==> config.mk <==
export PLATFORM = sky130hd
export DESIGN_NAME = gpd_port
export DESIGN_NICKNAME = d
export VERILOG_FILES = /design/src/hdl/gpd_pkg.sv /design/src/hdl/gpd_port.sv /design/src/hdl/gpd_tick_gen.sv /design/src/hdl/gpd_pin_filter.sv
export VERILOG_INCLUDE_DIRS = /design/src /design/src/hdl
export SDC_FILE = /design/constraint.sdc
export NUM_CORES = 1
export LEC_CHECK = 0
export BUFFER_PORTS_ARGS = -buffer_cell sky130_fd_sc_hd__buf_2
export CAP_MARGIN = 20
export CORE_UTILIZATION = 63
export CTS_BUF_LIST = sky130_fd_sc_hd__clkbuf_4 sky130_fd_sc_hd__clkbuf_8
export CTS_CLUSTER_SIZE = 30
export DETAILED_ROUTE_END_ITERATION = 6
export PLACE_DENSITY = 0.91
export SLEW_MARGIN = 20
export SYNTH_ARGS = -nofsm -noshare
export SYNTH_HDL_FRONTEND = slang
export SYNTH_SLANG_ARGS = --single-unit
==> constraint.sdc <==
create_clock -name sys_clk_in -period 2.8 [get_ports sys_clk_in]
set_clock_uncertainty 0.05 [all_clocks]
set_input_delay 0.42 -clock sys_clk_in [delete_from_list [all_inputs] [get_ports sys_clk_in]]
set_output_delay 0.42 -clock sys_clk_in [all_outputs]
set_load 0.01 [all_outputs]
==> src/hdl/gpd_defines.svh <==
/*
  Constants of the general-purpose pin port: widths, register offsets,
  reset values, field positions and timing counts.
  Assumes a 200 MHz system clock and a plain strobe register port.
*/
// What this block does
// - each pin has a direction bit; 0 means input, 1 means output.
// - a written data bit drives its pin only while that pin is an output.
// - reading the data register returns the live pin levels, not written values.
// - two debounce bits per pin, values 0 to 3, pin 0 at bits 1:0.
// - a 12-bit field at bits 11:0 picks the event edge per source.
// - event flags read as pending; writing one clears a flag, zero keeps it.
`ifndef GPD_DEFINES_SVH
`define GPD_DEFINES_SVH

// ***********************************
// widths
// ***********************************
`define GPD_PINS 8
`define GPD_AW 8
`define GPD_DW 16
`define GPD_SRC 12
`define GPD_DB_W 2

// ***********************************
// register offsets
// ***********************************
`define GPD_OFS_DIR 8'h2a
`define GPD_OFS_LEVEL 8'h2b
`define GPD_OFS_DEBOUNCE 8'h2c
`define GPD_OFS_EDGE 8'h30
`define GPD_OFS_MASK 8'h31
`define GPD_OFS_FLAGS 8'h34

// ***********************************
// reset values
// ***********************************
`define GPD_RST_DIR 8'h00
`define GPD_RST_LEVEL 8'h00
`define GPD_RST_DEBOUNCE 16'h0000
`define GPD_RST_SRC 12'h000
`define GPD_RST_DATA 16'h0000

// ***********************************
// timing
// ***********************************
`define GPD_CLK_NS 5
`define GPD_TICK_NS 1000
`define GPD_TICK_CYC (`GPD_TICK_NS / `GPD_CLK_NS)
`define GPD_TICK_CW 8
`define GPD_DB_CW 7
`define GPD_DB_TICKS_1 7'h04
`define GPD_DB_TICKS_2 7'h10
`define GPD_DB_TICKS_3 7'h40

`endif

==> src/hdl/gpd_pkg.sv <==
/*
  Types shared by the pin port modules.
  Assumes gpd_defines.svh is on the include path.
*/
`include "gpd_defines.svh"

package gpd_pkg;

  // ***********************************
  // register port request
  // ***********************************
  typedef struct packed {
    logic [`GPD_AW-1:0] addr;
    logic [`GPD_DW-1:0] wdata;
    logic wr;
    logic rd;
  } gpd_bus_req_t;

  // ***********************************
  // pin drive group
  // ***********************************
  typedef struct packed {
    logic [`GPD_PINS-1:0] level;
    logic [`GPD_PINS-1:0] oe;
  } gpd_pin_drive_t;

  // ***********************************
  // debounce filter states
  // ***********************************
  typedef enum logic [1:0] {
    GPD_DB_STABLE = 2'b00,
    GPD_DB_COUNT = 2'b01
  } gpd_db_state_t;

endpackage

==> src/hdl/gpd_port.sv <==
/*
  Eight-pin general-purpose port: direction, output latch, live level
  readback, per-pin debounce, edge-selected events on interrupt line zero.
  Assumes a plain strobe register port on the same clock as the block;
  pin inputs arrive from outside and are synchronised per pin.
*/
// The address-and-strobe port was decided locally.
`timescale 1ns/1ps
`default_nettype none
`include "gpd_defines.svh"

module gpd_port
  import gpd_pkg::*;
(
  input wire logic sys_clk_in,
  input wire logic arst_n_in,
  input wire gpd_bus_req_t bus_req_in,
  output logic [`GPD_DW-1:0] rd_data_out,
  input wire logic [`GPD_PINS-1:0] pin_level_in,
  output gpd_pin_drive_t pin_drive_out,
  output logic interrupt_line_zero_out
);

  // ***********************************
  // address decode
  // ***********************************
  function automatic logic gpd_hit(input logic [`GPD_AW-1:0] addr, input logic [`GPD_AW-1:0] ofs);
    gpd_hit = (addr == ofs);
  endfunction

  logic [`GPD_PINS-1:0] pin_direction;
  logic [`GPD_PINS-1:0] out_latch;
  logic [`GPD_DW-1:0] pin_debounce_settings;
  logic [`GPD_SRC-1:0] line0_pin_edge_select;
  logic [`GPD_SRC-1:0] line0_pin_mask;
  logic [`GPD_SRC-1:0] line0_pin_event_flags;
  logic [`GPD_PINS-1:0] clean_prev;
  logic post_rst;

  wire logic [`GPD_PINS-1:0] pin_sync;
  wire logic [`GPD_PINS-1:0] pin_clean;
  wire logic tick;

  wire logic hit_dir = gpd_hit(bus_req_in.addr, `GPD_OFS_DIR);
  wire logic hit_level = gpd_hit(bus_req_in.addr, `GPD_OFS_LEVEL);
  wire logic hit_debounce = gpd_hit(bus_req_in.addr, `GPD_OFS_DEBOUNCE);
  wire logic hit_edge = gpd_hit(bus_req_in.addr, `GPD_OFS_EDGE);
  wire logic hit_mask = gpd_hit(bus_req_in.addr, `GPD_OFS_MASK);
  wire logic hit_flags = gpd_hit(bus_req_in.addr, `GPD_OFS_FLAGS);
  wire logic hit_any = hit_dir || hit_level || hit_debounce || hit_edge || hit_mask || hit_flags;

  wire logic wr_dir = bus_req_in.wr && hit_dir;
  wire logic wr_level = bus_req_in.wr && hit_level;
  wire logic wr_debounce = bus_req_in.wr && hit_debounce;
  wire logic wr_edge = bus_req_in.wr && hit_edge;
  wire logic wr_mask = bus_req_in.wr && hit_mask;
  wire logic wr_flags = bus_req_in.wr && hit_flags;

  // ***********************************
  // tick divider and pin filters
  // ***********************************
  gpd_tick_gen u_tick (
    .sys_clk_in(sys_clk_in),
    .arst_n_in(arst_n_in),
    .tick_out(tick)
  );

  genvar gi;
  generate
    for (gi = 0; gi < `GPD_PINS; gi++) begin : g_pin
      gpd_pin_filter u_filter (
        .sys_clk_in(sys_clk_in),
        .arst_n_in(arst_n_in),
        .pin_in(pin_level_in[gi]),
        .tick_in(tick),
        .setting_in(pin_debounce_settings[`GPD_DB_W*gi +: `GPD_DB_W]),
        .sync_out(pin_sync[gi]),
        .clean_out(pin_clean[gi])
      );
    end
  endgenerate

  // ***********************************
  // pin events
  // ***********************************
  wire logic [`GPD_PINS-1:0] rise = pin_clean & ~clean_prev;
  wire logic [`GPD_PINS-1:0] fall = ~pin_clean & clean_prev;
  // bit set selects falling edge, clear selects rising; only input pins raise events
  wire logic [`GPD_PINS-1:0] pin_event =
    ((line0_pin_edge_select[`GPD_PINS-1:0] & fall) |
     (~line0_pin_edge_select[`GPD_PINS-1:0] & rise)) & ~pin_direction;
  wire logic [`GPD_SRC-1:0] src_event = {{(`GPD_SRC-`GPD_PINS){1'b0}}, pin_event};
  wire logic [`GPD_SRC-1:0] flag_clear = wr_flags ? bus_req_in.wdata[`GPD_SRC-1:0] : `GPD_RST_SRC;
  // a new event wins over a clear in the same cycle
  wire logic [`GPD_SRC-1:0] next_flags = (line0_pin_event_flags & ~flag_clear) | src_event;

  // ***********************************
  // read mux
  // ***********************************
  wire logic [`GPD_DW-1:0] rd_mux =
    hit_dir ? {{(`GPD_DW-`GPD_PINS){1'b0}}, pin_direction} :
    hit_level ? {{(`GPD_DW-`GPD_PINS){1'b0}}, pin_sync} :
    hit_debounce ? pin_debounce_settings :
    hit_edge ? {{(`GPD_DW-`GPD_SRC){1'b0}}, line0_pin_edge_select} :
    hit_mask ? {{(`GPD_DW-`GPD_SRC){1'b0}}, line0_pin_mask} :
    hit_flags ? {{(`GPD_DW-`GPD_SRC){1'b0}}, line0_pin_event_flags} : `GPD_RST_DATA;

  // ***********************************
  // registers
  // ***********************************
  always_ff @(posedge sys_clk_in or negedge arst_n_in) begin
    if (!arst_n_in) begin
      pin_direction <= `GPD_RST_DIR;
      pin_debounce_settings <= `GPD_RST_DEBOUNCE;
      line0_pin_edge_select <= `GPD_RST_SRC;
      line0_pin_mask <= `GPD_RST_SRC;
    end else begin
      if (wr_dir) begin
        pin_direction <= bus_req_in.wdata[`GPD_PINS-1:0];
      end
      if (wr_debounce) begin
        pin_debounce_settings <= bus_req_in.wdata;
      end
      if (wr_edge) begin
        line0_pin_edge_select <= bus_req_in.wdata[`GPD_SRC-1:0];
      end
      if (wr_mask) begin
        line0_pin_mask <= bus_req_in.wdata[`GPD_SRC-1:0];
      end
    end
  end

  always_ff @(posedge sys_clk_in or negedge arst_n_in) begin
    if (!arst_n_in) begin
      out_latch <= `GPD_RST_LEVEL;
    end else if (wr_level) begin
      out_latch <= bus_req_in.wdata[`GPD_PINS-1:0];
    end
  end

  always_ff @(posedge sys_clk_in or negedge arst_n_in) begin
    if (!arst_n_in) begin
      line0_pin_event_flags <= `GPD_RST_SRC;
      clean_prev <= `GPD_RST_LEVEL;
      interrupt_line_zero_out <= 1'b0;
    end else begin
      line0_pin_event_flags <= next_flags;
      clean_prev <= pin_clean;
      interrupt_line_zero_out <= |(line0_pin_event_flags & line0_pin_mask);
    end
  end

  always_ff @(posedge sys_clk_in or negedge arst_n_in) begin
    if (!arst_n_in) begin
      rd_data_out <= `GPD_RST_DATA;
    end else begin
      rd_data_out <= bus_req_in.rd ? rd_mux : `GPD_RST_DATA;
    end
  end

  always_ff @(posedge sys_clk_in or negedge arst_n_in) begin
    if (!arst_n_in) begin
      post_rst <= 1'b0;
    end else begin
      post_rst <= 1'b1;
    end
  end

  // ***********************************
  // pin drive
  // ***********************************
  assign pin_drive_out.level = out_latch;
  assign pin_drive_out.oe = pin_direction;
endmodule
`default_nettype wire

==> src/hdl/gpd_tick_gen.sv <==
/*
  Divider giving a one-cycle tick every debounce time unit.
  Assumes the single system clock and asynchronous active-low reset.
*/
`timescale 1ns/1ps
`default_nettype none
`include "gpd_defines.svh"

module gpd_tick_gen
  import gpd_pkg::*;
(
  input wire logic sys_clk_in,
  input wire logic arst_n_in,
  output logic tick_out
);

  localparam logic [`GPD_TICK_CW-1:0] TICK_LAST = `GPD_TICK_CW'(`GPD_TICK_CYC - 1);

  logic [`GPD_TICK_CW-1:0] cnt;
  wire logic at_last = (cnt == TICK_LAST);

  always_ff @(posedge sys_clk_in or negedge arst_n_in) begin
    if (!arst_n_in) begin
      cnt <= '0;
      tick_out <= 1'b0;
    end else begin
      cnt <= at_last ? '0 : cnt + 1'b1;
      tick_out <= at_last;
    end
  end

endmodule
`default_nettype wire

==> src/hdl/gpd_pin_filter.sv <==
/*
  Two-flop synchroniser and debounce filter for one pin.
  Assumes a tick pulse from gpd_tick_gen on the same clock.
*/
`timescale 1ns/1ps
`default_nettype none
`include "gpd_defines.svh"

module gpd_pin_filter
  import gpd_pkg::*;
(
  input wire logic sys_clk_in,
  input wire logic arst_n_in,
  input wire logic pin_in,
  input wire logic tick_in,
  input wire logic [`GPD_DB_W-1:0] setting_in,
  output logic sync_out,
  output logic clean_out
);

  logic meta;
  logic [`GPD_DB_CW-1:0] cnt;
  gpd_db_state_t state;

  // setting 0 passes the level straight through
  wire logic [`GPD_DB_CW-1:0] limit = (setting_in == 2'h1) ? `GPD_DB_TICKS_1 :
                                      (setting_in == 2'h2) ? `GPD_DB_TICKS_2 : `GPD_DB_TICKS_3;
  wire logic differs = (sync_out != clean_out);
  wire logic bypass = (setting_in == 2'h0);
  wire logic [`GPD_DB_CW-1:0] next_cnt = cnt + 1'b1;

  always_ff @(posedge sys_clk_in or negedge arst_n_in) begin
    if (!arst_n_in) begin
      meta <= 1'b0;
      sync_out <= 1'b0;
    end else begin
      meta <= pin_in;
      sync_out <= meta;
    end
  end

  always_ff @(posedge sys_clk_in or negedge arst_n_in) begin
    if (!arst_n_in) begin
      state <= GPD_DB_STABLE;
      cnt <= '0;
      clean_out <= 1'b0;
    end else begin
      unique case (state)
        GPD_DB_STABLE: begin
          cnt <= '0;
          if (differs && setting_in == 2'h0) begin
            clean_out <= sync_out;
          end else if (differs) begin
            state <= GPD_DB_COUNT;
          end
        end
        GPD_DB_COUNT: begin
          if (!differs) begin
            state <= GPD_DB_STABLE;
          end else if (bypass || (tick_in && next_cnt >= limit)) begin
            clean_out <= sync_out;
            state <= GPD_DB_STABLE;
          end else if (tick_in) begin
            cnt <= next_cnt;
          end
        end
      endcase
    end
  end

endmodule
`default_nettype wire

* Word level (Yosys, flattened, before mapping)
Index checks and enable logic that the tools add are counted.
** Operators by class
- $add $sub $neg :: 9
- $mul :: 0
- Shifts and indexed selects :: 0
- Reductions and logical operators :: 71
- Bitwise operators :: 14
- Multiplexer cells :: 129
- Order comparisons :: 8
- Divide/modulo/power cells :: 0
- Equal/unequal tests :: 103
** Operators by type and width (count)
- 7-bit 2-to-1 mux :: 40
- 7-bit one-hot mux with 2 select lines :: 8
- 3-bit AND reduction :: 24
- 16-bit 2-to-1 mux :: 4
- 2-bit 2-to-1 mux :: 32
- 2-bit by 1-bit inequality test with 1-bit output (second input constant) :: 32
- 7-bit by 1-bit adder with 7-bit output (second input constant) :: 8
- 7-bit >= comparator :: 8
- 8-bit by 6-bit == test with 1-bit output (second input constant) :: 6
- 12-bit 2-to-1 mux :: 4
- 2-bit inequality test (second input constant) :: 24
- 8-bit bitwise AND :: 5
- 2-bit by 1-bit == test with 1-bit output (second input constant) :: 16
- 2-bit logical NOT :: 16
- 8-bit NOT :: 4
- 2-bit one-hot mux with 2 select lines :: 8
- 12-bit bitwise AND :: 2
- 1-bit 2-to-1 mux :: 24
- 3-bit inequality test (second input constant) :: 8
- 1-bit logical AND :: 22
- 2-bit == test (second input constant) :: 8
- 1-bit one-hot mux with 2 select lines :: 8
- 12-bit NOT :: 1
- 12-bit by 8-bit OR with 12-bit output :: 1
- 7 further kinds :: 21
** Word-level totals
- Latch bits :: 0
- Word-level logic and storage cells :: 385
- ROM bits :: 0
- Input port bits :: 36
- Flip-flop bits (word level) :: 198
- Bits in writable memories :: 0
- Memories kept :: 0

* Logic depth before layout (Yosys ltp)
- Depth after elaboration :: 9
- Mapped depth :: 12
- Gate-level depth less buffers :: 11

* By module
Synthesis repeated with hierarchy kept, for this count alone.
** Unflattened totals
- Cells, all modules :: 1038
- Area, all modules :: 11114.4 µm²
** Modules (own cells, without submodules)
- gpd_port :: cells each 327, area each 4141.5 µm², times used 1, seq. area each 2327.2 µm²
- gpd_pin_filter (g_pin[0].u_filter ...) :: cells each 84, area each 805.8 µm², times used 5, seq. area each 275.3 µm²
- gpd_pin_filter (g_pin[3].u_filter ...) :: cells each 85, area each 843.3 µm², times used 3, seq. area each 275.3 µm²
- gpd_tick_gen :: cells each 36, area each 414.1 µm², times used 1, seq. area each 225.2 µm²

* Worst setup path after synthesis
No wires, ideal clock.
- Path type :: flip-flop to flip-flop
- Start point :: register g_pin[4].u_filter.cnt[0]
- End point :: register g_pin[4].u_filter.cnt[5]
- Library setup time :: 0.077 ns
- Arrival time :: 2.435 ns
- Slack :: 0.237 ns
- Stages on the path, launching flop included :: 10
- Cells stage by stage :: dfrtp_1 ha_1 nand3_1 or2_2 xnor2_1 ha_1 a21oi_1 o22ai_2 or4_1 a21oi_1
** Between the ends
- Longest elaborated chain between the ends :: 6
- Elaborated cells on any way between the ends :: 10
- Classes of those cells :: 1 x add/sub; 1 x order compare; 1 x eq/ne; 4 x mux; 3 x reduce/logical
** RTL lines
- start: declaration :: RTL line gpd_pin_filter.sv:22 : logic [`GPD_DB_CW-1:0] cnt;
- start signal: assignment :: RTL line gpd_pin_filter.sv:64 : cnt <= next_cnt;
- 7-bit by 1-bit adder with 7-bit output (*) :: RTL line gpd_pin_filter.sv:30 : wire logic [`GPD_DB_CW-1:0] next_cnt = cnt + 1'b1;
- 7-bit >= comparator :: RTL line gpd_pin_filter.sv:60 : end else if (bypass || (tick_in && next_cnt >= limit)) begin
- 1-bit logical AND :: RTL line gpd_pin_filter.sv:60
- 1-bit logical OR :: RTL line gpd_pin_filter.sv:60
- 2-bit inequality test (no line)
- 3-bit AND reduction (no line)
Mark *: on every way between the ends. The rest lies on a longest branch, timed or not. The select of a mux whose other input is x is not followed.
A chain may end at the register's enable or synchronous reset.

* Worst setup path in the final report
- Start point :: register g_pin[1].u_filter.cnt[1]
- End point :: register g_pin[1].u_filter.cnt[4]
** Between the ends
- Longest elaborated chain between the ends :: 6
- Elaborated cells on any way between the ends :: 10
- Classes of those cells :: 1 x add/sub; 1 x order compare; 1 x eq/ne; 4 x mux; 3 x reduce/logical
** RTL lines (RTL line)
- start: declaration :: gpd_pin_filter.sv:22
- start signal: assignment :: gpd_pin_filter.sv:64
- 7-bit by 1-bit adder with 7-bit output (*) :: gpd_pin_filter.sv:30
- 7-bit >= comparator :: gpd_pin_filter.sv:60
- 1-bit logical AND :: gpd_pin_filter.sv:60
- 1-bit logical OR :: gpd_pin_filter.sv:60
- 2-bit inequality test (no line)
- 3-bit AND reduction (no line)
Marks and branches as above.

==> summary.txt <==
Cells and area
  • Area growth, synth to finish: 12.4%
  • Nets: 1183
  • Fill count: between 1000 and 1500
  • Share of cells above drive strength 1: a little over a fifth
  • Multi-input gate area: ~5400 µm²
  • Register area: around 4800 µm²

CTS
  • Clock sink count: 190
  • H-tree depth: 4
  • CTS tree: done
  • Root buf cell: clkbuf_8
  • Clk_lat worst skew: ~0.47 ns
  • CTS Buf Count: 17
  • Max Buffers Root-to-Sink: 2
  • Worst-path clk slew: approximately 0.10 ns

Global route
  • GR Util All Layers: 29.2%
  • Vias in the first global route: between 7000 and 8000
  • GR Overflow Total: 0
  • Initial antenna violation count: 2
  • Largest net degree at the start of global routing: just over 70
  • Global-route wire length before repair: approximately 38000 µm

Placement
  • Final GP Congestion: roughly 0.9
  • IO Port Bufs: approximately 70
  • Dpl hpwl: about 17000 µm

Timing
  • Tmin final: between 2 and 3 ns
  • Hold Slack: between 0.1 and 0.15 ns
  • Worst slew pin tran: approximately 0.8 ns
  • Setup_tns: 0 ns
  • Setup violators final: 0
  • Ratio of final minimum period to clock period: 96.4%
  • F_max: around 0.37 GHz
  • Fin. Hold Viols: 0
  • Slew Viols, Final: 0
  • Max_slew headroom: about 46%

Run
  • Max-Cap Viols: 0

Floorplanning
  • Core area: 16000 µm²
  • Die width: roughly 130 µm
  • Die height: 131 µm
  • Initial core utilization: between 60% and 70%
  • Die area: 17100 µm²
  • I/O pins: 69
  • Row count: 46

Synthesis
  • Yosys warnings: 0
  • Register area share after synthesis: a little under half
  • Synth area leaders: dfrtp_1 46%, ha_1 7.8%, mux2_2 5.7%
  • FFs w/ async S/R, synth: 100%
  • Mapped Cells: just under 1000
  • Post-Syn Area per Cell: 10.5 µm²
  • Synth Cell Area: roughly 10000 µm²
  • Mapped Nets: 1094
  • Cell taking the most area after synthesis: dfrtp_1
  • #FFs+latches synth: 190
  • Count leader, synth: dfrtp_1
  • Synth Flop Type: dfrtp_1
  • EDFF count, synth: 0
  • Synth top area share: 45.6%
  • Commonest cells post-synth: 190 x dfrtp_1, 111 x nand2_1, 65 x ha_1, 60 x nor2_1, 56 x mux2i_1
  • Yosys cell types: 60

Worst setup path
  • R2r worst-path depth: 10
  • Reg2Reg Setup Slack: between 0.09 and 0.1 ns
  • WP data arrival: a little over 3 ns
  • Origin of the critical flop-to-flop path: g_pin[1].u_filter.cnt[1]
  • CP required: between 3 and 4 ns
  • Worst R2R End: g_pin[1].u_filter.cnt[4]
  • CP startpoint kind: flop
  • Setup CP Type: reg2reg
  • Crit Path Max Fanout: 10
  • CP endpoint kind: flop

Power and ir drop
  • Tot Pwr: about 0.0052 W
  • Power Dens Cells: between 400 and 500 nW/µm²
  • Pleak: around 5.1 nW
  • Maximum vdd ir drop: 0.000497 V

Drt
  • Residual DRC count: 0
  • Vias: roughly 8000
  • Vias per Instance: 6.15
  • Post-Route WL: about 24000 µm
  • Routed Antenna Nets: 0
  • Detailed Route Iter0 Violations: 576
  • Pre-antenna DRT Iters: 5
  • DR WL/cell: ~18 µm

Min path
  • WHS Path Cells: 2
  • Hold Crit Class: in2reg
  • Endpoint, Worst Hold: pin_debounce_settings[13]
  • Min-delay src: bus_req_in[15]

Run status
  • Status: completed
## critical path, stage by stage (launching register included)
cell and delay, ns:
dfrtp_2 0.43, ha_2 0.22, nand3_1 0.16, inv_1 0.11, nand3_2 0.12, xnor2_2 0.17, ha_1 0.34, a21oi_2 0.22
o22ai_4 0.14, or4_1 0.48, a21oi_1 0.18
## worst max-delay path by stage
stage | from | endpoint | slack (ns) | depth (start not counted)
3_3_place_gp | g_pin[2].u_filter.cnt[1] | g_pin[2].u_filter.cnt[5] | 0.17 | 9
4_1_cts | g_pin[1].u_filter.cnt[0] | g_pin[1].u_filter.cnt[4] | 0.01 | 10
5_1_grt | g_pin[5].u_filter.cnt[0] | g_pin[5].u_filter.clean_out | -0.005 | 9
3_5_place_dp | g_pin[1].u_filter.cnt[0] | g_pin[1].u_filter.cnt[4] | 0.02 | 10
2_1_floorplan | g_pin[4].u_filter.cnt[0] | g_pin[4].u_filter.cnt[5] | 0.24 | 9
6_report | g_pin[1].u_filter.cnt[1] | g_pin[1].u_filter.cnt[4] | 0.1 | 10
## state kept, by name, summed over array words and instances, names as in the netlist, 12 cells and up
signal                 cells
g_pin.u_filter.cnt        56
line0_pin_edge_select     12
line0_pin_event_flags     12
line0_pin_mask            12
pin_debounce_settings     16
rd_data_out               16
## layout by cell type (no fill, tap or decap), drive strengths merged, types with 17 or more instances in the layout
cell    synthesis  routed
a21oi          39      39
buf            22     102
clkbuf         20      21
dfrtp         190     190
ha             65      65
inv            43      45
mux2           64      64
mux2i          56      56
nand2         112     112
nand2b         34      34
nand3          37      37
nor2           61      61
o31ai          17      17
xnor2          33      33
## metrics by stage
| step | worst slack, ns | instance area [µm²] | cells | util (%) |
|---|---|---|---|---|
| 2_1_floorplan | 0.237 | 10400 | 993 | - |
| 3_3_place_gp | 0.175 | 11100 | 1264 | 69.2 |
| 3_5_place_dp | 0.0179 | 11100 | 1264 | 69.2 |
| 4_1_cts | 0.0116 | 11600 | 1306 | 72.2 |
| 5_1_grt | -0.00525 | 11700 | 1312 | 73.2 |
| 6_report | 0.0999 | 11700 | 1313 | 73.2 |
## metal layers
metal / vias to the layer above / wire (µm) / GRT usage [%]
li1: 3729 / - / -
met1: 3955 / 9660 / 36.2
met2: 310 / 11900 / 48.9
met3: 76 / 1720 / 7.04
met4: 0 / 812 / 12.9
met5: - / 0 / 0
## cell type report
| type | instances | area share, % |
|---|---|---|
| Clock buffer | 20 | 2.19 |
| Timing Repair Buffer | 112 | 6.10 |
| Tap cell | 216 | 2.31 |
| Clock inverter | 12 | 1.16 |
| Sequential cell | 190 | 40.7 |
| Inverter | 43 | 1.38 |
| Multi-Input combinational cell | 718 | 46.1 |
| Antenna cell | 2 | 0.0427 |
## logic make-up (layout without fill, tap and decap cells)
kind of cell | Yosys count | in the layout | synth area share (%)
AOI/OAI and AO/OA | 168 | 168 | 11.8
xor gates and xnor gates | 38 | 38 | 3.19
adders and majority gates | 65 | 65 | 7.81
buffers and inverters | 85 | 187 | 3.51
DFF | 190 | 190 | 45.6
muxes | 120 | 120 | 12.3
other | 0 | 2 | 0
and+or+nand+nor | 327 | 327 | 15.7
## power by group
part	switching [W]	total (W)	internal [W]
clock network	0.000999	0.00183	0.000826
registers	0.0000976	0.00292	0.00283
logic	0.000275	0.000470	0.000196
total	0.00137	0.00522	0.00385
## what timing repair did
item,in CTS,in global routing
gates resized for setup,1,27
buffers inserted,1,5
endpoints found under the setup margin,3,28
pin swaps,0,3
gates cloned,0,0
hold endpoints to repair,72,0
hold buffers,9,0
No activity file was read; power rests on OpenSTA's default activity.
